`src/shared/tcs_pkg.sv`:
```
/*
 * tcs_pkg: constants and carrier types of the timer clock select and
 * interval timer block. Assumes a single 250 MHz system clock.
 */
package tcs_pkg;

    // ************************************************************
    // register indices (byte address is four times the index)
    // ************************************************************
    localparam logic [6:0] TCS_IDX_TMR_CFG = 7'h31;
    localparam logic [6:0] TCS_IDX_CLKIO = 7'h32;
    localparam logic [6:0] TCS_IDX_RELOAD_LO = 7'h40;
    localparam logic [6:0] TCS_IDX_RELOAD_HI = 7'h41;
    localparam logic [6:0] TCS_IDX_IRQ_STATUS = 7'h42;
    localparam logic [6:0] TCS_IDX_IRQ_MASK = 7'h43;
    localparam logic [6:0] TCS_IDX_COUNT_LO = 7'h44;
    localparam logic [6:0] TCS_IDX_COUNT_HI = 7'h45;

    // ************************************************************
    // reset values
    // ************************************************************
    localparam logic [7:0] TCS_TMR_CFG_RST = 8'h8f;
    localparam logic [7:0] TCS_CLKIO_RST = 8'h00;
    localparam logic [11:0] TCS_RELOAD_RST = 12'h0ff;
    localparam logic [11:0] TCS_COUNT_RST = 12'h0ff;
    localparam logic [7:0] TCS_IRQ_MASK_RST = 8'h00;

    // ************************************************************
    // field positions and codes
    // ************************************************************
    localparam int TCS_IRQ_RELOAD_BIT = 0;
    localparam int TCS_STAT_XTAL_READY_BIT = 1;
    localparam logic [1:0] TCS_SRC_OSC24 = 2'h0;
    localparam logic [1:0] TCS_SRC_EXT = 2'h1;
    localparam logic [1:0] TCS_SRC_OSC32 = 2'h2;
    localparam logic [1:0] TCS_SRC_ALT = 2'h3;

    // ************************************************************
    // timing
    // ************************************************************
    localparam int TCS_CLK_MHZ = 250;
    localparam int TCS_XTAL_START_MS = 2;
    localparam int TCS_XTAL_START_CYC = TCS_XTAL_START_MS * TCS_CLK_MHZ * 1000;
    localparam int TCS_FILTER_LEN = 4;

    // ************************************************************
    // carriers
    // ************************************************************
    typedef struct packed {
        logic [1:0] cap_div;
        logic [1:0] cap_sel;
        logic [1:0] itv_div;
        logic [1:0] itv_sel;
    } tcs_tmr_cfg_s;

    typedef struct packed {
        logic [2:0] rsvd;
        logic crystal_clock_select;
        logic crystal_osc_enable;
        logic clock_filter_bypass;
        logic [1:0] clock_output_source;
    } tcs_clkio_s;

    typedef enum logic {TCS_BUS_IDLE, TCS_BUS_ACK} tcs_bus_e;

endpackage

```
`src/verilog/tcs_timer_clock.sv`:
```
/*
 * tcs_timer_clock: clock source select and dividers for the interval and
 * capture timer clocks, clock output pad select, crystal pad control and
 * the 12-bit reloading interval timer with its interrupt.
 * Assumes all clock source inputs are sampled levels synchronous to i_clk
 * and several times slower than it; registers sit on an Avalon-MM slave.
 */
// Function
// - select bit picks crystal as external source
// - enable starts crystal, disables shared pad drivers
// - crystal off: clock input from pad
// - filter bypass bit skips input noise filter
// - output pad source: 24M, ext, 32k, cpu
// - external clock: crystal if enabled and selected, else pad
// - interval source: 24M, ext, 32k, capture
// - interval prescaler divides by 1 to 4
// - 12-bit down counter reloads on terminal count
// - tick after zero spent reloading
// - interrupt raised on every reload
// - reload readable, writable while counting
// - capture source: 24M, ext, 32k
// - capture divider: 2, 4, 6 or 8
// - source change needs the current clock running
`timescale 1ns/1ns
module tcs_timer_clock
    import tcs_pkg::*;
#(
    parameter int XTAL_START_CYC = TCS_XTAL_START_CYC,
    parameter int FILTER_LEN = TCS_FILTER_LEN
)
(
    input wire logic i_clk,
    input wire logic i_rst,
    input wire logic [8:0] i_avs_address,
    input wire logic i_avs_read,
    input wire logic i_avs_write,
    input wire logic [31:0] i_avs_writedata,
    input wire logic [3:0] i_avs_byteenable,
    output logic [31:0] o_avs_readdata,
    output logic o_avs_waitrequest,
    input wire logic i_osc24_clk,
    input wire logic i_osc32_clk,
    input wire logic i_cpu_clock,
    input wire logic i_crystal_osc_clk,
    input wire logic i_port0_bit0_in,
    output logic o_crystal_osc_enable,
    output logic o_port0_drive_disable,
    output logic o_clock_output_pad,
    output logic o_clock_output_oe,
    output logic o_capture_timer_clock,
    output logic o_interval_timer_clock,
    output logic o_irq
);

    // ************************************************************
    // register state
    // ************************************************************
    tcs_tmr_cfg_s tmr_cfg_q;
    tcs_clkio_s clkio_q;
    logic [11:0] reload_q;
    logic [11:0] count_q;
    logic [7:0] irq_status_q;
    logic [7:0] irq_mask_q;
    tcs_bus_e bus_q;
    logic [31:0] rdata_d;
    logic [6:0] idx;
    logic addr_ok;
    logic wr_now;
    logic reload_evt;
    logic xtal_ready_q;
    logic [$clog2(XTAL_START_CYC+1)-1:0] xtal_cnt_q;

    assign idx = i_avs_address[8:2];
    assign addr_ok = (i_avs_address[1:0] == 2'h0);
    assign wr_now = i_avs_write && (bus_q == TCS_BUS_ACK) && addr_ok && i_avs_byteenable[0];

    // ************************************************************
    // bus handshake: one wait cycle, answer on the second
    // ************************************************************
    always_ff @(posedge i_clk or posedge i_rst)
    begin
        if (i_rst)
        begin
            bus_q <= TCS_BUS_IDLE;
            o_avs_waitrequest <= 1'b1;
            o_avs_readdata <= 32'h0;
        end
        else
        begin
            unique case (bus_q)
                TCS_BUS_IDLE:
                begin
                    if (i_avs_read || i_avs_write)
                    begin
                        bus_q <= TCS_BUS_ACK;
                        o_avs_waitrequest <= 1'b0;
                        o_avs_readdata <= rdata_d;
                    end
                end
                TCS_BUS_ACK:
                begin
                    bus_q <= TCS_BUS_IDLE;
                    o_avs_waitrequest <= 1'b1;
                end
            endcase
        end
    end

    always_comb
    begin
        rdata_d = 32'h0;
        if (addr_ok)
        begin
            unique case (idx)
                TCS_IDX_TMR_CFG: rdata_d[7:0] = tmr_cfg_q;
                TCS_IDX_CLKIO: rdata_d[4:0] = clkio_q[4:0];
                TCS_IDX_RELOAD_LO: rdata_d[7:0] = reload_q[7:0];
                TCS_IDX_RELOAD_HI: rdata_d[3:0] = reload_q[11:8];
                TCS_IDX_IRQ_STATUS: rdata_d[7:0] = irq_status_q;
                TCS_IDX_IRQ_MASK: rdata_d[7:0] = irq_mask_q;
                TCS_IDX_COUNT_LO: rdata_d[7:0] = count_q[7:0];
                TCS_IDX_COUNT_HI: rdata_d[3:0] = count_q[11:8];
                default: rdata_d = 32'h0;
            endcase
        end
    end

    // ************************************************************
    // configuration registers
    // ************************************************************
    always_ff @(posedge i_clk or posedge i_rst)
    begin
        if (i_rst)
        begin
            tmr_cfg_q <= TCS_TMR_CFG_RST;
            clkio_q <= TCS_CLKIO_RST;
            reload_q <= TCS_RELOAD_RST;
            irq_mask_q <= TCS_IRQ_MASK_RST;
        end
        else if (wr_now)
        begin
            unique case (idx)
                TCS_IDX_TMR_CFG: tmr_cfg_q <= i_avs_writedata[7:0];
                TCS_IDX_CLKIO: clkio_q <= {3'h0, i_avs_writedata[4:0]};
                TCS_IDX_RELOAD_LO: reload_q[7:0] <= i_avs_writedata[7:0];
                TCS_IDX_RELOAD_HI: reload_q[11:8] <= i_avs_writedata[3:0];
                TCS_IDX_IRQ_MASK: irq_mask_q <= i_avs_writedata[7:0];
                default: ;
            endcase
        end
    end

    // ************************************************************
    // crystal control and start-up status
    // ************************************************************
    always_ff @(posedge i_clk or posedge i_rst)
    begin
        if (i_rst)
        begin
            o_crystal_osc_enable <= 1'b0;
            o_port0_drive_disable <= 1'b0;
            o_clock_output_oe <= 1'b1;
        end
        else
        begin
            o_crystal_osc_enable <= clkio_q.crystal_osc_enable;
            o_port0_drive_disable <= clkio_q.crystal_osc_enable;
            o_clock_output_oe <= !clkio_q.crystal_osc_enable;
        end
    end

    // informs firmware when the start-up time has elapsed
    always_ff @(posedge i_clk or posedge i_rst)
    begin
        if (i_rst)
        begin
            xtal_cnt_q <= '0;
            xtal_ready_q <= 1'b0;
        end
        else if (!clkio_q.crystal_osc_enable)
        begin
            xtal_cnt_q <= '0;
            xtal_ready_q <= 1'b0;
        end
        else if (xtal_cnt_q == ($bits(xtal_cnt_q))'(XTAL_START_CYC - 1))
        begin
            xtal_ready_q <= 1'b1;
        end
        else
        begin
            xtal_cnt_q <= xtal_cnt_q + 1'b1;
        end
    end

    // ************************************************************
    // external clock path and noise filter
    // ************************************************************
    logic ext_raw;
    logic ext_clk;
    logic [FILTER_LEN-1:0] filt_q;
    logic filt_out_q;

    // crystal only when enabled and selected, otherwise the pad input
    assign ext_raw = (clkio_q.crystal_osc_enable && clkio_q.crystal_clock_select)
        ? i_crystal_osc_clk : i_port0_bit0_in;

    // output follows input only after it has stayed stable
    always_ff @(posedge i_clk or posedge i_rst)
    begin
        if (i_rst)
        begin
            filt_q <= '0;
            filt_out_q <= 1'b0;
        end
        else
        begin
            filt_q <= {filt_q[FILTER_LEN-2:0], ext_raw};
            if (&filt_q)
            begin
                filt_out_q <= 1'b1;
            end
            else if (~|filt_q)
            begin
                filt_out_q <= 1'b0;
            end
        end
    end

    assign ext_clk = clkio_q.clock_filter_bypass ? ext_raw : filt_out_q;

    // ************************************************************
    // clock output pad
    // ************************************************************
    always_ff @(posedge i_clk or posedge i_rst)
    begin
        if (i_rst)
        begin
            o_clock_output_pad <= 1'b0;
        end
        else
        begin
            unique case (clkio_q.clock_output_source)
                TCS_SRC_OSC24: o_clock_output_pad <= i_osc24_clk;
                TCS_SRC_EXT: o_clock_output_pad <= ext_clk;
                TCS_SRC_OSC32: o_clock_output_pad <= i_osc32_clk;
                TCS_SRC_ALT: o_clock_output_pad <= i_cpu_clock;
            endcase
        end
    end

    // ************************************************************
    // capture timer clock: select, divide by 2/4/6/8
    // ************************************************************
    logic [1:0] cap_sel_q;
    logic [1:0] cap_div_q;
    logic cap_src;
    logic cap_prev_q;
    logic cap_rise;
    logic [1:0] cap_cnt_q;

    always_comb
    begin
        unique case (cap_sel_q)
            TCS_SRC_OSC24: cap_src = i_osc24_clk;
            TCS_SRC_EXT: cap_src = ext_clk;
            TCS_SRC_OSC32: cap_src = i_osc32_clk;
            TCS_SRC_ALT: cap_src = 1'b0;
        endcase
    end

    assign cap_rise = cap_src && !cap_prev_q;

    // half period is div+1 source edges; new setting only at period end
    always_ff @(posedge i_clk or posedge i_rst)
    begin
        if (i_rst)
        begin
            cap_prev_q <= 1'b0;
            cap_cnt_q <= 2'h0;
            o_capture_timer_clock <= 1'b0;
            cap_sel_q <= TCS_TMR_CFG_RST[5:4];
            cap_div_q <= TCS_TMR_CFG_RST[7:6];
        end
        else
        begin
            cap_prev_q <= cap_src;
            if (cap_rise)
            begin
                if (cap_cnt_q == cap_div_q)
                begin
                    cap_cnt_q <= 2'h0;
                    o_capture_timer_clock <= !o_capture_timer_clock;
                    if (o_capture_timer_clock)
                    begin
                        cap_sel_q <= tmr_cfg_q.cap_sel;
                        cap_div_q <= tmr_cfg_q.cap_div;
                    end
                end
                else
                begin
                    cap_cnt_q <= cap_cnt_q + 2'h1;
                end
            end
        end
    end

    // ************************************************************
    // interval timer clock: select, prescale by 1..4
    // ************************************************************
    logic [1:0] itv_sel_q;
    logic [1:0] itv_div_q;
    logic itv_src;
    logic itv_prev_q;
    logic itv_rise;
    logic [1:0] itv_cnt_q;
    logic itv_tick;

    always_comb
    begin
        unique case (itv_sel_q)
            TCS_SRC_OSC24: itv_src = i_osc24_clk;
            TCS_SRC_EXT: itv_src = ext_clk;
            TCS_SRC_OSC32: itv_src = i_osc32_clk;
            TCS_SRC_ALT: itv_src = o_capture_timer_clock;
        endcase
    end

    assign itv_rise = itv_src && !itv_prev_q;
    assign itv_tick = itv_rise && (itv_cnt_q == itv_div_q);

    // a stopped source never reaches the boundary, so a change waits
    always_ff @(posedge i_clk or posedge i_rst)
    begin
        if (i_rst)
        begin
            itv_prev_q <= 1'b0;
            itv_cnt_q <= 2'h0;
            itv_sel_q <= TCS_TMR_CFG_RST[1:0];
            itv_div_q <= TCS_TMR_CFG_RST[3:2];
            o_interval_timer_clock <= 1'b0;
        end
        else
        begin
            itv_prev_q <= itv_src;
            o_interval_timer_clock <= itv_tick;
            if (itv_tick)
            begin
                itv_cnt_q <= 2'h0;
                itv_sel_q <= tmr_cfg_q.itv_sel;
                itv_div_q <= tmr_cfg_q.itv_div;
            end
            else if (itv_rise)
            begin
                itv_cnt_q <= itv_cnt_q + 2'h1;
            end
        end
    end

    // ************************************************************
    // interval down counter
    // ************************************************************
    assign reload_evt = itv_tick && (count_q == 12'h000);

    always_ff @(posedge i_clk or posedge i_rst)
    begin
        if (i_rst)
        begin
            count_q <= TCS_COUNT_RST;
        end
        else if (itv_tick)
        begin
            if (count_q == 12'h000)
            begin
                count_q <= reload_q;
            end
            else
            begin
                count_q <= count_q - 12'h001;
            end
        end
    end

    // ************************************************************
    // interrupt status, mask and output
    // ************************************************************
    logic [7:0] irq_set;
    logic [7:0] irq_clr;

    always_comb
    begin
        irq_set = 8'h00;
        irq_set[TCS_IRQ_RELOAD_BIT] = reload_evt;
        irq_clr = 8'h00;
        if (wr_now && idx == TCS_IDX_IRQ_STATUS)
        begin
            irq_clr = i_avs_writedata[7:0];
        end
    end

    // set wins over a clear in the same cycle
    always_ff @(posedge i_clk or posedge i_rst)
    begin
        if (i_rst)
        begin
            irq_status_q <= 8'h00;
            o_irq <= 1'b0;
        end
        else
        begin
            irq_status_q <= ((irq_status_q & ~irq_clr) | irq_set) & 8'h01;
            irq_status_q[TCS_STAT_XTAL_READY_BIT] <= xtal_ready_q;
            o_irq <= |(irq_status_q & irq_mask_q & 8'h01);
        end
    end

    // ************************************************************
    // checks
    // ************************************************************
    a_reload_value: assert property (@(posedge i_clk) disable iff (i_rst)
        reload_evt |=> count_q == $past(reload_q))
        else $error("counter did not load reload value after zero");
    a_count_down: assert property (@(posedge i_clk) disable iff (i_rst)
        itv_tick && count_q != 12'h000 |=> count_q == $past(count_q) - 12'h001)
        else $error("counter did not step down by one");
    a_count_hold: assert property (@(posedge i_clk) disable iff (i_rst)
        !itv_tick |=> $stable(count_q))
        else $error("counter moved without a tick");
    a_reload_irq: assert property (@(posedge i_clk) disable iff (i_rst)
        reload_evt && irq_mask_q[0] |=> irq_status_q[0] ##1 (o_irq == $past(irq_mask_q[0])))
        else $error("reload did not raise the interrupt");
    a_pad_release: assert property (@(posedge i_clk) disable iff (i_rst)
        clkio_q.crystal_osc_enable |=> o_port0_drive_disable && !o_clock_output_oe)
        else $error("shared pad drivers not disabled");
    a_cap_stopped: assert property (@(posedge i_clk) disable iff (i_rst)
        cap_sel_q == TCS_SRC_ALT |=> $stable(o_capture_timer_clock))
        else $error("stopped capture clock toggled");
    a_cap_no_glitch: assert property (@(posedge i_clk) disable iff (i_rst)
        $changed(cap_sel_q) || $changed(cap_div_q) |-> $fell(o_capture_timer_clock))
        else $error("capture setting changed mid period");
    a_clock_output_pad_osc24: assert property (@(posedge i_clk) disable iff (i_rst)
        clkio_q.clock_output_source == TCS_SRC_OSC24 |=> o_clock_output_pad == $past(i_osc24_clk))
        else $error("clock output pad not from 24 MHz source");
    a_bus_answer: assert property (@(posedge i_clk) disable iff (i_rst)
        (i_avs_read || i_avs_write) && bus_q == TCS_BUS_IDLE |=> !o_avs_waitrequest ##1 o_avs_waitrequest)
        else $error("bus answer not one cycle");

    c_reload: cover property (@(posedge i_clk) disable iff (i_rst) reload_evt);
    c_irq: cover property (@(posedge i_clk) disable iff (i_rst) $rose(o_irq));
    c_cap_switch: cover property (@(posedge i_clk) disable iff (i_rst) $changed(cap_sel_q));

endmodule

```
`config.mk`:
```
export PLATFORM = sky130hd
export DESIGN_NAME = tcs_timer_clock
export DESIGN_NICKNAME = d
export VERILOG_FILES = /design/src/shared/tcs_pkg.sv /design/src/verilog/tcs_timer_clock.sv
export SDC_FILE = /design/constraint.sdc
export NUM_CORES = 1
export LEC_CHECK = 0
export BUFFER_PORTS_ARGS = -buffer_cell sky130_fd_sc_hd__buf_4
export CORE_UTILIZATION = 30
export CTS_CLUSTER_SIZE = 40
export DETAILED_ROUTE_END_ITERATION = 6
export GPL_TIMING_DRIVEN = 0
export HOLD_SLACK_MARGIN = 0.02
export PLACE_DENSITY_LB_ADDON = 0.3
export SLEW_MARGIN = 10
export SYNTH_ARGS = -nofsm -noshare
export SYNTH_HDL_FRONTEND = slang
export SYNTH_SLANG_ARGS = --single-unit
```
`constraint.sdc`:
```
create_clock -name i_clk -period 3.6 [get_ports i_clk]
set_input_delay 0.18 -clock i_clk [delete_from_list [all_inputs] [get_ports i_clk]]
set_output_delay 0.18 -clock i_clk [all_outputs]
set_load 0.1 [all_outputs]
```
==> metrics.md, run 1 <==
| Metric | Value |
|---|---|
| Initial Utilization | `0.310` |
| Final hold violation count | `0` |
| Arrival @ worst endpoint | `2.61 ns` |
| Hold Crit Class | `in -> reg` |
| Average via count per standard cell | `4.99` |
| I/O pin count | `94` |
| Most common library cell in the layout ignoring fill and taps | `sky130_fd_sc_hd__dfrtp_1` |
| Mean area per synthesized cell | `10.7 µm²` |
| First-pass GRT wire length | `19.9 mm` |
| Startpoint kind of the worst setup timing path | `register` |
| Crit-path cells | `clkbuf_1 -> nand3_1 -> a311o_1 -> a211oi_2 -> buf_2 -> buf_2 -> a21oi_1` |
| Placer Congestion | `0.807` |
| Mapped cell area | `5200 µm²` |
| Proportion of layout cells with a drive suffix above 1 | `0.305` |
| Power per cell area | `490 nW/µm²` |
| Maximum number of pins on one net before global-route repair | `58` |
| Post-placement cell area | `5900 µm²` |
| Diodes inserted | `0` |
| #FFs+latches synth | `102` |
| Core ar. | `16,800 µm²` |
| DR iter-0 viols | `247` |
| Routed length per instance | `15.4 µm` |
| Post-synthesis cell type count | `59` |
| Insertion delay of the later-clocked pin in the worst-skew pair | `0.35 ns` |
| Library cell occupying the most area in the post-synthesis netlist | `sky130_fd_sc_hd__dfrtp_1` |
| DRC violations left | `0` |
| ANT nets after route | `0` |
| Leading cell types in the layout, fill and taps excluded | `sky130_fd_sc_hd__dfrtp_1, sky130_fd_sc_hd__buf_4, sky130_fd_sc_hd__mux2_2` |
| Initial antenna violation count | `0` |
| Run status | `finished, final reports clean` |
| Leak Pwr | `2.72 nW` |
| Final hold slack | `0.102 ns` |
| Sequential fraction of the synthesis area | `0.497` |
| Net count of the finished layout | `622` |
| Final-report max-slew violation count | `0` |
| Detailed-placement wirelength estimate | `9.09 mm` |
| Portion of the clock cycle consumed by the worst path in the final layout | `0.663` |
| GRT Residual Overflow | `0` |
| Number of synthesis warnings | `0` |
| Clock slew at reported path FFs | `0.07 ns` |
| Maximum resistive drop on vdd | `0.400 mV` |
| H-tree levels | `3` |
| Highest achievable clock rate | `419 MHz` |
| CP most frequent cell | `sky130_fd_sc_hd__buf_2` |
| Kind of capture point of the worst setup path | `register` |
| Synthesized netlist cell count | `488` |
| Die H | `134 µm` |
| Worst Path Required | `3.83 ns` |
| Number of buffers inserted by port buffering | `41` |
| Final setup violation count | `0` |
| RSZ-0062 raised after global routing | `no` |
| Cell types with the largest area share after synthesis | `sky130_fd_sc_hd__dfrtp_1, sky130_fd_sc_hd__dfstp_2, sky130_fd_sc_hd__mux2_2` |
| Area share of the leading cell type in the synthesized netlist | `0.356` |
| Worst-path maximum fanout | `10` |
| Resized cells post-CTS | `0` |
| Async S/R FF share, synth | `1.00` |
| Sink Count | `102` |
| # Max-Cap Violations | `0` |
| Max Clock Skew | `0.00815 ns` |
| Cell Rows | `47` |
| DRT Wirelength | `12.2 mm` |
| Area enclosed by the die boundary | `17,900 µm²` |
| TritonCTS clock tree | `done` |
| TritonCTS Buffers | `9` |
| Maximum number of buffers from clock root to sink | `2` |
| Vias in the first global route | `3,939` |
| Remaining max-slew budget at the tightest pin | `0.513` |
| Critical setup path kind | `reg -> reg` |
| Synth-to-layout area growth | `19.2%` |
| Buffers plus inverters on the worst setup path | `3` |
| Total number of vias | `3,942` |
| Slew at the pin closest to its max-slew limit | `0.725 ns` |
| Largest delay contributor family on the critical path | `buffers and inverters` |
| Delay of the slowest critical-path stage | `0.41 ns` |
| Final Critical Period | `2.39 ns` |
| Total routing usage reported by global routing | `0.143` |
| Horizontal die dimension | `134 µm` |
| Most frequently used flop master after synthesis | `sky130_fd_sc_hd__dfrtp_1` |
| Cell area after layout | `6200 µm²` |
| Critical-path top delay cell | `sky130_fd_sc_hd__a311o_1` |
| Number of synthesized flops with an enable pin | `0` |
| DR pass1 iterations | `4` |
| Share of the core filled with cells | `0.370` |
| Root buffer cell | `sky130_fd_sc_hd__clkbuf_16` |
stage by stage:
stage          power (mW)  setup WS (ns)  instances  setup TNS [ns]
2_1_floorplan        1.94          0.791        511               0
3_3_place_gp         2.09         -0.445        772          -32.63
3_5_place_dp         2.12           1.18        773               0
4_1_cts              3.07           1.16        790               0
5_1_grt              3.18          0.989        790               0
6_report             3.04           1.21        790               0
state kept, by name, indices dropped and copies added, names as in the netlist, 2 cells and up:
name,count
xtal_cnt_q,19
count_q,12
reload_q,12
irq_mask_q,8
o_avs_readdata,8
tmr_cfg_q,8
clkio_q,5
filt_q,4
cap_cnt_q,2
cap_div_q,2
cap_sel_q,2
irq_status_q,2
itv_cnt_q,2
itv_div_q,2
itv_sel_q,2
per-layer routing:
layer	up-vias	part of all wire	GRT usage
met4	0	0.021	0.0530
met5	-	0	0
met3	17	0.058	0.0316
li1	1877	-	-
met2	119	0.48	0.239
met1	1929	0.44	0.180
timing repair:
action | 4_1_cts | 5_1_grt
buffers inserted | 0 | 0
hold endpoints to repair | 33 | 0
hold buffers | 1 | 0
worst register-to-register path, stage by stage (launching register included):
cell,delay [ns]
sky130_fd_sc_hd__dfrtp_1,0.34
sky130_fd_sc_hd__clkbuf_1,0.35
sky130_fd_sc_hd__nand3_1,0.20
sky130_fd_sc_hd__a311o_1,0.41
sky130_fd_sc_hd__a211oi_2,0.26
sky130_fd_sc_hd__buf_2,0.30
sky130_fd_sc_hd__buf_2,0.30
sky130_fd_sc_hd__a21oi_1,0.11
Yosys cell counts, types with 3 or more instances:
master	number
sky130_fd_sc_hd__dfrtp_1	74
sky130_fd_sc_hd__mux2_2	46
sky130_fd_sc_hd__nor2_1	35
sky130_fd_sc_hd__nand2_1	31
sky130_fd_sc_hd__dfstp_2	28
sky130_fd_sc_hd__o21ai_0	27
sky130_fd_sc_hd__buf_4	25
sky130_fd_sc_hd__a21oi_1	24
sky130_fd_sc_hd__nand3_1	14
sky130_fd_sc_hd__a22oi_1	12
sky130_fd_sc_hd__clkbuf_1	12
sky130_fd_sc_hd__inv_1	12
sky130_fd_sc_hd__nor3_1	11
sky130_fd_sc_hd__xnor2_1	11
sky130_fd_sc_hd__a31oi_1	9
sky130_fd_sc_hd__a211oi_1	7
sky130_fd_sc_hd__and3_1	7
sky130_fd_sc_hd__nand4_1	7
sky130_fd_sc_hd__o22ai_1	7
sky130_fd_sc_hd__xor2_1	7
sky130_fd_sc_hd__mux2i_1	6
sky130_fd_sc_hd__nand2b_1	6
sky130_fd_sc_hd__a22o_1	5
sky130_fd_sc_hd__and2_1	4
sky130_fd_sc_hd__buf_2	4
sky130_fd_sc_hd__o31ai_1	4
sky130_fd_sc_hd__or3_1	4
sky130_fd_sc_hd__a21o_1	3
sky130_fd_sc_hd__ha_1	3
sky130_fd_sc_hd__nand3b_1	3
sky130_fd_sc_hd__nor2b_1	3
sky130_fd_sc_hd__nor3b_1	3
cell families after synthesis:
family                     Yosys count  share of synthesized area
adders and majority gates            3                    0.00722
AOI/OAI and AO/OA                  115                      0.144
other                                1                   0.000721
and+or+nand+nor                    142                      0.147
buffers and inverters               54                     0.0580
DFF                                102                      0.497
muxes                               53                      0.115
xor gates and xnor gates            18                     0.0303
report_power, final:
part	switching, mW	internal, mW
Combinational	0.475	0.224
Sequential	0.122	1.28
Clock	0.429	0.510
Total	1.03	2.01
cell type report:
cell class | count | area, µm²
plain buffers | 41 | 253
clock buffers | 12 | 256
clock inverters | 4 | 31.3
fillers | 1672 | 10600
inverters | 13 | 51.3
multi-input cells | 355 | 2400
flip-flops and latches | 102 | 2590
well taps | 220 | 275
repair buffers | 43 | 345
path summary, 6_finish.rpt:
kind	slack (ns)	cells past startpoint	startpoint	to
min	0.10	2	i_avs_writedata[5]	irq_mask_q[5]
max reg2reg	1.21	7	clkio_q[3]	count_q[9]
min reg2reg	0.37	0	clkio_q[3]	o_port0_drive_disable
max in group asynchronous	2.40	4	i_rst	tmr_cfg_q[1]
min in group asynchronous	0.46	3	i_rst	o_irq
max	1.21	7	clkio_q[3]	count_q[9]
Note: power is estimated with default switching activity, not from simulation.
==> run 2, diff against run 1 <==
==> constraint.sdc (replaced) <==
create_clock -name i_clk -period 2.2 [get_ports i_clk]
set_input_delay 0.11 -clock i_clk [delete_from_list [all_inputs] [get_ports i_clk]]
set_output_delay 0.11 -clock i_clk [all_outputs]
set_load 0.1 [all_outputs]
==> run 2 against run 1 <==
  * Critical endpoint is now itv_div_q[1]
  * Design area increased by 0.89%
  * Non-clock buffer count increased by 4
  * Register-to-register slack got worse by 1.1 ns
  * Sequential cell count unchanged
  * Setup slack got worse by 1.1 ns
  * Die area unchanged
  * Clock skew about the same
  * Fmax increased by 14%
  * Total power increased by 62%
  * Utilization increased by 0.33 points
  * Sequential share of layout area decreased by 0.35 points
  * Sequential power increased by 64%
==> metrics.md, run 2 (synthesis gave the netlist of run 1 again) <==
| Metric | Value |
|---|---|
| Startpoint kind of the worst setup timing path | `register` |
| Worst R2R Start | `clkio_q[3]` |
| Synth-to-layout area growth | `20.2%` |
| Internal power component | `3.25 mW (+61%)` |
| Total number of vias | `3,964 (+0.56%)` |
| Average via count per standard cell | `4.99 (about the same)` |
| Power per cell area | `788 nW/µm² (+61%)` |
| Initial Utilization | `0.310 (unchanged)` |
| Register share of total power | `0.465 (+0.004)` |
| Maximum number of pins on one net before global-route repair | `31 (-47%)` |
| Worst setup endpoint | `itv_div_q[1]` |
| Portion of total power attributed to combinational logic | `0.238 (+0.008)` |
| Final-report max-slew violation count | `0 (unchanged)` |
| Horizontal die dimension | `134 µm (unchanged)` |
| Largest registers ranked by flip-flop count | `xtal_cnt_q: 19 flops, count_q: 12 flops, reload_q: 12 flops` |
| Insertion delay of the later-clocked pin in the worst-skew pair | `0.35 ns (about the same)` |
| Placed cells | `775 (+0.26%)` |
| Finished Layout Cells | `794 (+0.51%)` |
| Root buffer cell | `sky130_fd_sc_hd__clkbuf_16` |
| Number of flip-flops in the largest register | `19 (unchanged)` |
| TritonCTS clock tree | `done` |
| DR pass1 iterations | `5 (+1)` |
| Critical setup path kind | `reg -> reg` |
| Fraction of power consumed by the clock network | `0.297 (-0.012)` |
| Start point of the critical path | `clkio_q[3]` |
| Diodes inserted | `0 (unchanged)` |
| # Max-Cap Violations | `0 (unchanged)` |
| RSZ-0062 raised after global routing | `no` |
| Worst Path Required | `2.48 ns (-1.35 ns)` |
| Hold Crit Class | `in -> reg` |
| Highest achievable clock rate | `477 MHz (+14%)` |
| Sw power | `1.68 mW (+64%)` |
| Cell count of the worst hold path | `2 (unchanged)` |
| Fill count | `1,671 (-0.060%)` |
| Cell area after layout | `6250 µm² (+0.89%)` |
| Net count of the finished layout | `626 (+0.64%)` |
| Worst-case reg-to-reg path depth | `5 (-2)` |
| H-tree levels | `3 (unchanged)` |
| Most common library cell in the layout ignoring fill and taps | `sky130_fd_sc_hd__dfrtp_1` |
| Cell Rows | `47 (unchanged)` |
| Die H | `134 µm (unchanged)` |
| Leading cell types in the layout, fill and taps excluded | `sky130_fd_sc_hd__dfrtp_1, sky130_fd_sc_hd__buf_4, sky130_fd_sc_hd__mux2_2` |
| Worst flop-to-flop path endpoint | `itv_div_q[1]` |
| Final setup violation count | `0 (unchanged)` |
| GRT Residual Overflow | `0 (unchanged)` |
| I/O pin count | `94 (unchanged)` |
| Max Clock Skew | `0.00778 ns (-0.000367 ns)` |
| Start point of the worst min-delay path | `i_avs_writedata[2]` |
| Share of the core filled with cells | `0.373 (+0.00328)` |
| Detailed-placement wirelength estimate | `9.10 mm (about the same)` |
| Final hold violation count | `0 (unchanged)` |
| Worst-case register-to-register setup slack | `0.11 ns (-1.11 ns)` |
| Remaining max-slew budget at the tightest pin | `0.482 (-0.0308)` |
| Routed length per instance | `15.5 µm (+0.11%)` |
| Worst-path maximum fanout | `10 (unchanged)` |
| Core ar. | `16,800 µm² (unchanged)` |
| DRC violations left | `0 (unchanged)` |
| Combined area of the multi-input logic cells | `2400 µm² (+0.21%)` |
| Final Critical Period | `2.09 ns (-0.293 ns)` |
| Run status | `finished, final reports clean` |
| Initial antenna violation count | `0 (unchanged)` |
| Number of buffers inserted by port buffering | `41 (unchanged)` |
| Slew at the pin closest to its max-slew limit | `0.771 ns (+0.0457 ns)` |
| Switch share | `0.341 (+0.00321)` |
| Vias in the first global route | `3,774 (-4.2%)` |
| DR iter-0 viols | `222 (-10%)` |
| TritonCTS Buffers | `9 (unchanged)` |
| Proportion of layout cells with a drive suffix above 1 | `0.314 (+0.00833)` |
| Post-placement cell area | `5940 µm² (+0.70%)` |
| Maximum number of buffers from clock root to sink | `2 (unchanged)` |
| Placer Congestion | `0.831 (+2.9%)` |
| Portion of the clock cycle consumed by the worst path in the final layout | `0.952 (+0.289)` |
| Kind of capture point of the worst setup path | `register` |
| Clock slew at reported path FFs | `0.07 ns (about the same)` |
| Total routing usage reported by global routing | `0.143 (-0.000470)` |
| Sequential cell area | `2590 µm² (about the same)` |
| Leak Pwr | `2.73 nW (+0.62%)` |
| DRT Wirelength | `12.3 mm (+0.62%)` |
| Sink Count | `102 (unchanged)` |
| Power consumption | `4.93 mW (+62%)` |
| Area enclosed by the die boundary | `17,900 µm² (unchanged)` |
| ANT nets after route | `0 (unchanged)` |
| Maximum resistive drop on vdd | `0.585 mV (+46%)` |
| First-pass GRT wire length | `19.7 mm (-1.0%)` |
| Register with the most flip-flops | `xtal_cnt_q` |
| Arrival @ worst endpoint | `2.37 ns (-0.24 ns)` |
run 2: cell count changes in the layout (fill, tap and decap cells not counted), sizes merged:
cell	delta
clkbuf	-2
buf	+5
clkinv	-1
clkinvlp	+2
run 2: power by group through the flow:
stage	sequential, mW	combinational (mW)	clock, mW
2_1_floorplan	2.39	0.777	0
3_3_place_gp	2.31	1.11	0
3_5_place_dp	2.32	1.15	0
4_1_cts	2.28	1.16	1.51
5_1_grt	2.32	1.26	1.60
6_report	2.29	1.17	1.46
run 2: layout make-up:
class / count / area share
buffer: 40 / 0.0412
timing repair buffer: 48 / 0.0652
clock inverter: 5 / 0.00560
multi-input combinational: 355 / 0.384
tap: 220 / 0.0440
sequential: 102 / 0.414
clock buffer: 11 / 0.0372
inverter: 13 / 0.00840
run 2: worst min path at each step:
stage	end	slack, ns
finish	reload_q[10]	0.04
global route	irq_mask_q[5]	0.02
CTS	tmr_cfg_q[5]	0.03
detailed placement	filt_q[0]	0.20
global placement	filt_q[2]	0.36
floorplan	reload_q[0]	0.22
run 2: worst max-delay path, stage by stage, from the launching register on:
cell	delay [ns]
sky130_fd_sc_hd__dfrtp_2	0.49
sky130_fd_sc_hd__a21bo_2	0.23
sky130_fd_sc_hd__a311o_1	0.41
sky130_fd_sc_hd__a211oi_2	0.33
sky130_fd_sc_hd__buf_6	0.21
sky130_fd_sc_hd__mux2_2	0.35
run 2: routing by layer:
metal	vias up	part of all wire	GRT usage
li1	1883	-	-
met1	1946	0.44	0.181
met2	121	0.49	0.240
met3	14	0.061	0.0373
met4	0	0.013	0.0379
met5	-	0	0
run 2: metrics by stage:
| step | setup WS (ns) | hold WS, ns | setup TNS [ns] |
|---|---|---|---|
| after floorplan | 0.0431 | 0.219 | 0 |
| after global placement | -0.233 | 0.359 | -3.66 |
| after detailed placement | -0.278 | 0.203 | -4.83 |
| after CTS | 0.0128 | 0.0254 | 0 |
| after global routing | 0.00885 | 0.0216 | 0 |
| final | 0.106 | 0.0382 | 0 |
run 2: what timing repair did:
action                                  CTS  global route
hold buffers                              1             0
cloned                                    0             0
resized for setup                         2             3
setup buffers                             0             3
pin swaps                                 1             2
endpoints found under the setup margin   16            13
endpoints found under the hold margin     9             0
==> run 3, diff against run 2 <==
--- a/config.mk
+++ b/config.mk
@@ -12,6 +12,7 @@
 export GPL_TIMING_DRIVEN = 0
 export HOLD_SLACK_MARGIN = 0.02
 export PLACE_DENSITY_LB_ADDON = 0.3
+export SETUP_SLACK_MARGIN = 0.15
 export SLEW_MARGIN = 10
 export SYNTH_ARGS = -nofsm -noshare
 export SYNTH_HDL_FRONTEND = slang
==> run 3 against run 2 <==
  * Setup slack improved by 0.034 ns
  * Sequential power barely moved
  * Via count fell by 0.38%
  * Clock power rose by 16%
  * Clock-buffer cell count did not move
  * Hold slack got worse by 0.010 ns
  * Final cell count rose by 0.88%
  * Utilization rose by 1.1 points
  * Sequential cell count did not move
  * First-iteration DRC count fell by 9.0%
  * Critical path depth rose by 1
  * Sequential share of layout area fell by 1.2 points
  * Critical path type unchanged
  * Critical endpoint is now xtal_cnt_q[17]
  * Highest routed layer unchanged
==> metrics.md, run 3 (synthesis gave the netlist of run 1 again) <==
| Metric | Value |
|---|---|
| Clock slew at reported path FFs | `0.07 ns (about the same)` |
| Most common library cell in the layout ignoring fill and taps | `sky130_fd_sc_hd__buf_4` |
| Final-report max-slew violation count | `0 (unchanged)` |
| TritonCTS Buffers | `9 (unchanged)` |
| Detailed-placement wirelength estimate | `9.08 mm (-0.14%)` |
| DRC violations left | `0 (unchanged)` |
| Buffers plus inverters on the worst setup path | `1 (unchanged)` |
| Initial antenna violation count | `0 (unchanged)` |
| GRT Residual Overflow | `0 (unchanged)` |
| Met2 Use GR | `0.239 (-0.000289)` |
| H-tree levels | `3 (unchanged)` |
| Proportion of layout cells with a drive suffix above 1 | `0.341 (+0.0272)` |
| I/O pin count | `94 (unchanged)` |
| Initial Utilization | `0.310 (unchanged)` |
| First-pass GRT wire length | `19.7 mm (-0.14%)` |
| Vias in the first global route | `3,813 (+1.0%)` |
| Sequential cell area | `2590 µm² (about the same)` |
| Worst-path maximum fanout | `6 (-4)` |
| Number of buffers inserted by port buffering | `41 (unchanged)` |
| Worst flop-to-flop path endpoint | `xtal_cnt_q[17]` |
| Crit-path cells | `or4_4 -> nor4_4 -> buf_4 -> a211oi_2 -> and3_1 -> mux2i_1` |
| Run status | `finished, final reports clean` |
| Total routing usage reported by global routing | `0.143 (+0.000153)` |
| Insertion delay of the later-clocked pin in the worst-skew pair | `0.36 ns (about the same)` |
| Critical-path top delay cell | `sky130_fd_sc_hd__or4_4` |
| Maximum resistive drop on vdd | `0.575 mV (-1.8%)` |
| Met1 usage | `0.177 (-0.00342)` |
| Fill count | `1,660 (-0.66%)` |
| Final Critical Period | `2.06 ns (-0.0340 ns)` |
| Leak Pwr | `2.81 nW (+2.8%)` |
| Root buffer cell | `sky130_fd_sc_hd__clkbuf_16` |
| Sink Count | `102 (unchanged)` |
| ANT nets after route | `0 (unchanged)` |
| DRT Wirelength | `12.3 mm (about the same)` |
| Cell count of the worst hold path | `2 (unchanged)` |
| Power per cell area | `814 nW/µm² (+3.3%)` |
| Post-placement cell area | `5940 µm² (-0.11%)` |
| Register with the most flip-flops | `xtal_cnt_q` |
| Summed negative setup slack over all endpoints | `0 ns (unchanged)` |
| Cell area after layout | `6440 µm² (+3.0%)` |
| Placer Congestion | `0.810 (-2.5%)` |
| DR iter-0 viols | `202 (-9.0%)` |
| Synth-to-layout area growth | `23.8%` |
| Final setup violation count | `0 (unchanged)` |
| Core ar. | `16,800 µm² (unchanged)` |
| Kind of capture point of the worst setup path | `register` |
| Diodes inserted | `0 (unchanged)` |
| Number of flip-flops in the largest register | `19 (unchanged)` |
| Start point of the worst min-delay path | `i_avs_writedata[5]` |
| Largest registers ranked by flip-flop count | `xtal_cnt_q: 19 flops, count_q: 12 flops, reload_q: 12 flops` |
| Startpoint kind of the worst setup timing path | `register` |
| Arrival @ worst endpoint | `2.30 ns (-0.07 ns)` |
| Area enclosed by the die boundary | `17,900 µm² (unchanged)` |
| DR pass1 iterations | `4 (-1)` |
| Delay of the slowest critical-path stage | `0.55 ns (+0.06 ns)` |
| Final hold violation count | `0 (unchanged)` |
| Max Clock Skew | `0.0123 ns (+0.00447 ns)` |
| Leading cell types in the layout, fill and taps excluded | `sky130_fd_sc_hd__buf_4, sky130_fd_sc_hd__dfrtp_1, sky130_fd_sc_hd__mux2_2` |
| Net count of the finished layout | `633 (+1.1%)` |
| Average via count per standard cell | `4.93 (-1.2%)` |
| Total number of vias | `3,949 (-0.38%)` |
| RSZ-0062 raised after global routing | `yes` |
| End point of the most critical hold path | `tmr_cfg_q[5]` |
| Busiest grt layer | `met2` |
| Worst-case reg-to-reg path depth | `6 (+1)` |
| Remaining max-slew budget at the tightest pin | `0.524 (+0.0420)` |
| TritonCTS clock tree | `done` |
| Cell Rows | `47 (unchanged)` |
| Worst Path Required | `2.44 ns (-0.04 ns)` |
| Met3 global-route usage | `0.0358 (-0.00152)` |
| Maximum number of buffers from clock root to sink | `2 (unchanged)` |
| Maximum number of pins on one net before global-route repair | `37 (+19%)` |
| Largest delay contributor family on the critical path | `simple AND/OR/NAND/NOR gates` |
| Routed length per instance | `15.3 µm (-0.85%)` |
| Hold Crit Class | `in -> reg` |
| Horizontal die dimension | `134 µm (unchanged)` |
| Combined area of the multi-input logic cells | `2470 µm² (+2.8%)` |
| # Max-Cap Violations | `0 (unchanged)` |
| Slew at the pin closest to its max-slew limit | `0.711 ns (-0.0596 ns)` |
| Portion of the clock cycle consumed by the worst path in the final layout | `0.937 (-0.0154)` |
| Worst-case register-to-register setup slack | `0.14 ns (+0.03 ns)` |
| Power consumption | `5.24 mW (+6.4%)` |
| Die H | `134 µm (unchanged)` |
| Highest achievable clock rate | `485 MHz (+1.6%)` |
| Worst R2R Start | `xtal_cnt_q[5]` |
| Critical setup path kind | `reg -> reg` |
==> run 3: timing repair <==
item,in CTS,in global routing
buffers inserted,6,3
hold buffers,1,0
setup endpoints to repair,29,35
hold endpoints to repair,13,0
gates resized for setup,8,19
pin swaps,3,4
==> run 3: metrics by stage <==
step / cells / setup slack (ns) / hold WS (ns) / util
floorplan: 511 / 0.209 / 0.219 / -
global placement: 772 / -0.193 / 0.359 / 0.351
detailed placement: 775 / -0.250 / 0.138 / 0.354
CTS: 798 / 0.168 / 0.0202 / 0.379
global route: 801 / 0.0763 / 0.0206 / 0.384
finish: 801 / 0.140 / 0.0279 / 0.384
==> run 3: cell type report <==
class / count / area share
tap: 220 / 0.0427
sequential: 102 / 0.402
clock buffer: 11 / 0.0361
multi-input combinational: 355 / 0.384
timing repair buffer: 54 / 0.0711
buffer: 41 / 0.0433
inverter: 13 / 0.00816
clock inverter: 5 / 0.0128
==> run 3: worst reg2reg max path, stage by stage (launching register included) <==
cell	delay, ns
sky130_fd_sc_hd__dfrtp_2	0.44
sky130_fd_sc_hd__or4_4	0.55
sky130_fd_sc_hd__nor4_4	0.34
sky130_fd_sc_hd__buf_4	0.19
sky130_fd_sc_hd__a211oi_2	0.08
sky130_fd_sc_hd__and3_1	0.22
sky130_fd_sc_hd__mux2i_1	0.11
==> run 3: power breakdown <==
part	switching, mW	internal [mW]
Sequential	0.211	2.09
Combinational	0.813	0.426
Clock	0.696	1.00
Total	1.72	3.52
==> run 3: metal layers <==
layer,part of all wire,routed length (µm),up-vias
met4,0.020,251,0
met5,0,0,-
met2,0.49,5960,116
li1,-,-,1902
met3,0.054,662,17
met1,0.44,5400,1914
==> run 3: worst max-delay path by stage <==
stage / startpoint / end / depth (start not counted) / slack, ns
after floorplan: clkio_q[3] / itv_div_q[1] / 6 / 0.21
after global placement: clkio_q[3] / count_q[8] / 7 / -0.19
after detailed placement: clkio_q[3] / count_q[8] / 7 / -0.25
after CTS: i_avs_address[7] / reload_q[9] / 6 / 0.17
after global routing: clkio_q[3] / count_q[5] / 8 / 0.08
final: xtal_cnt_q[5] / xtal_cnt_q[17] / 6 / 0.14
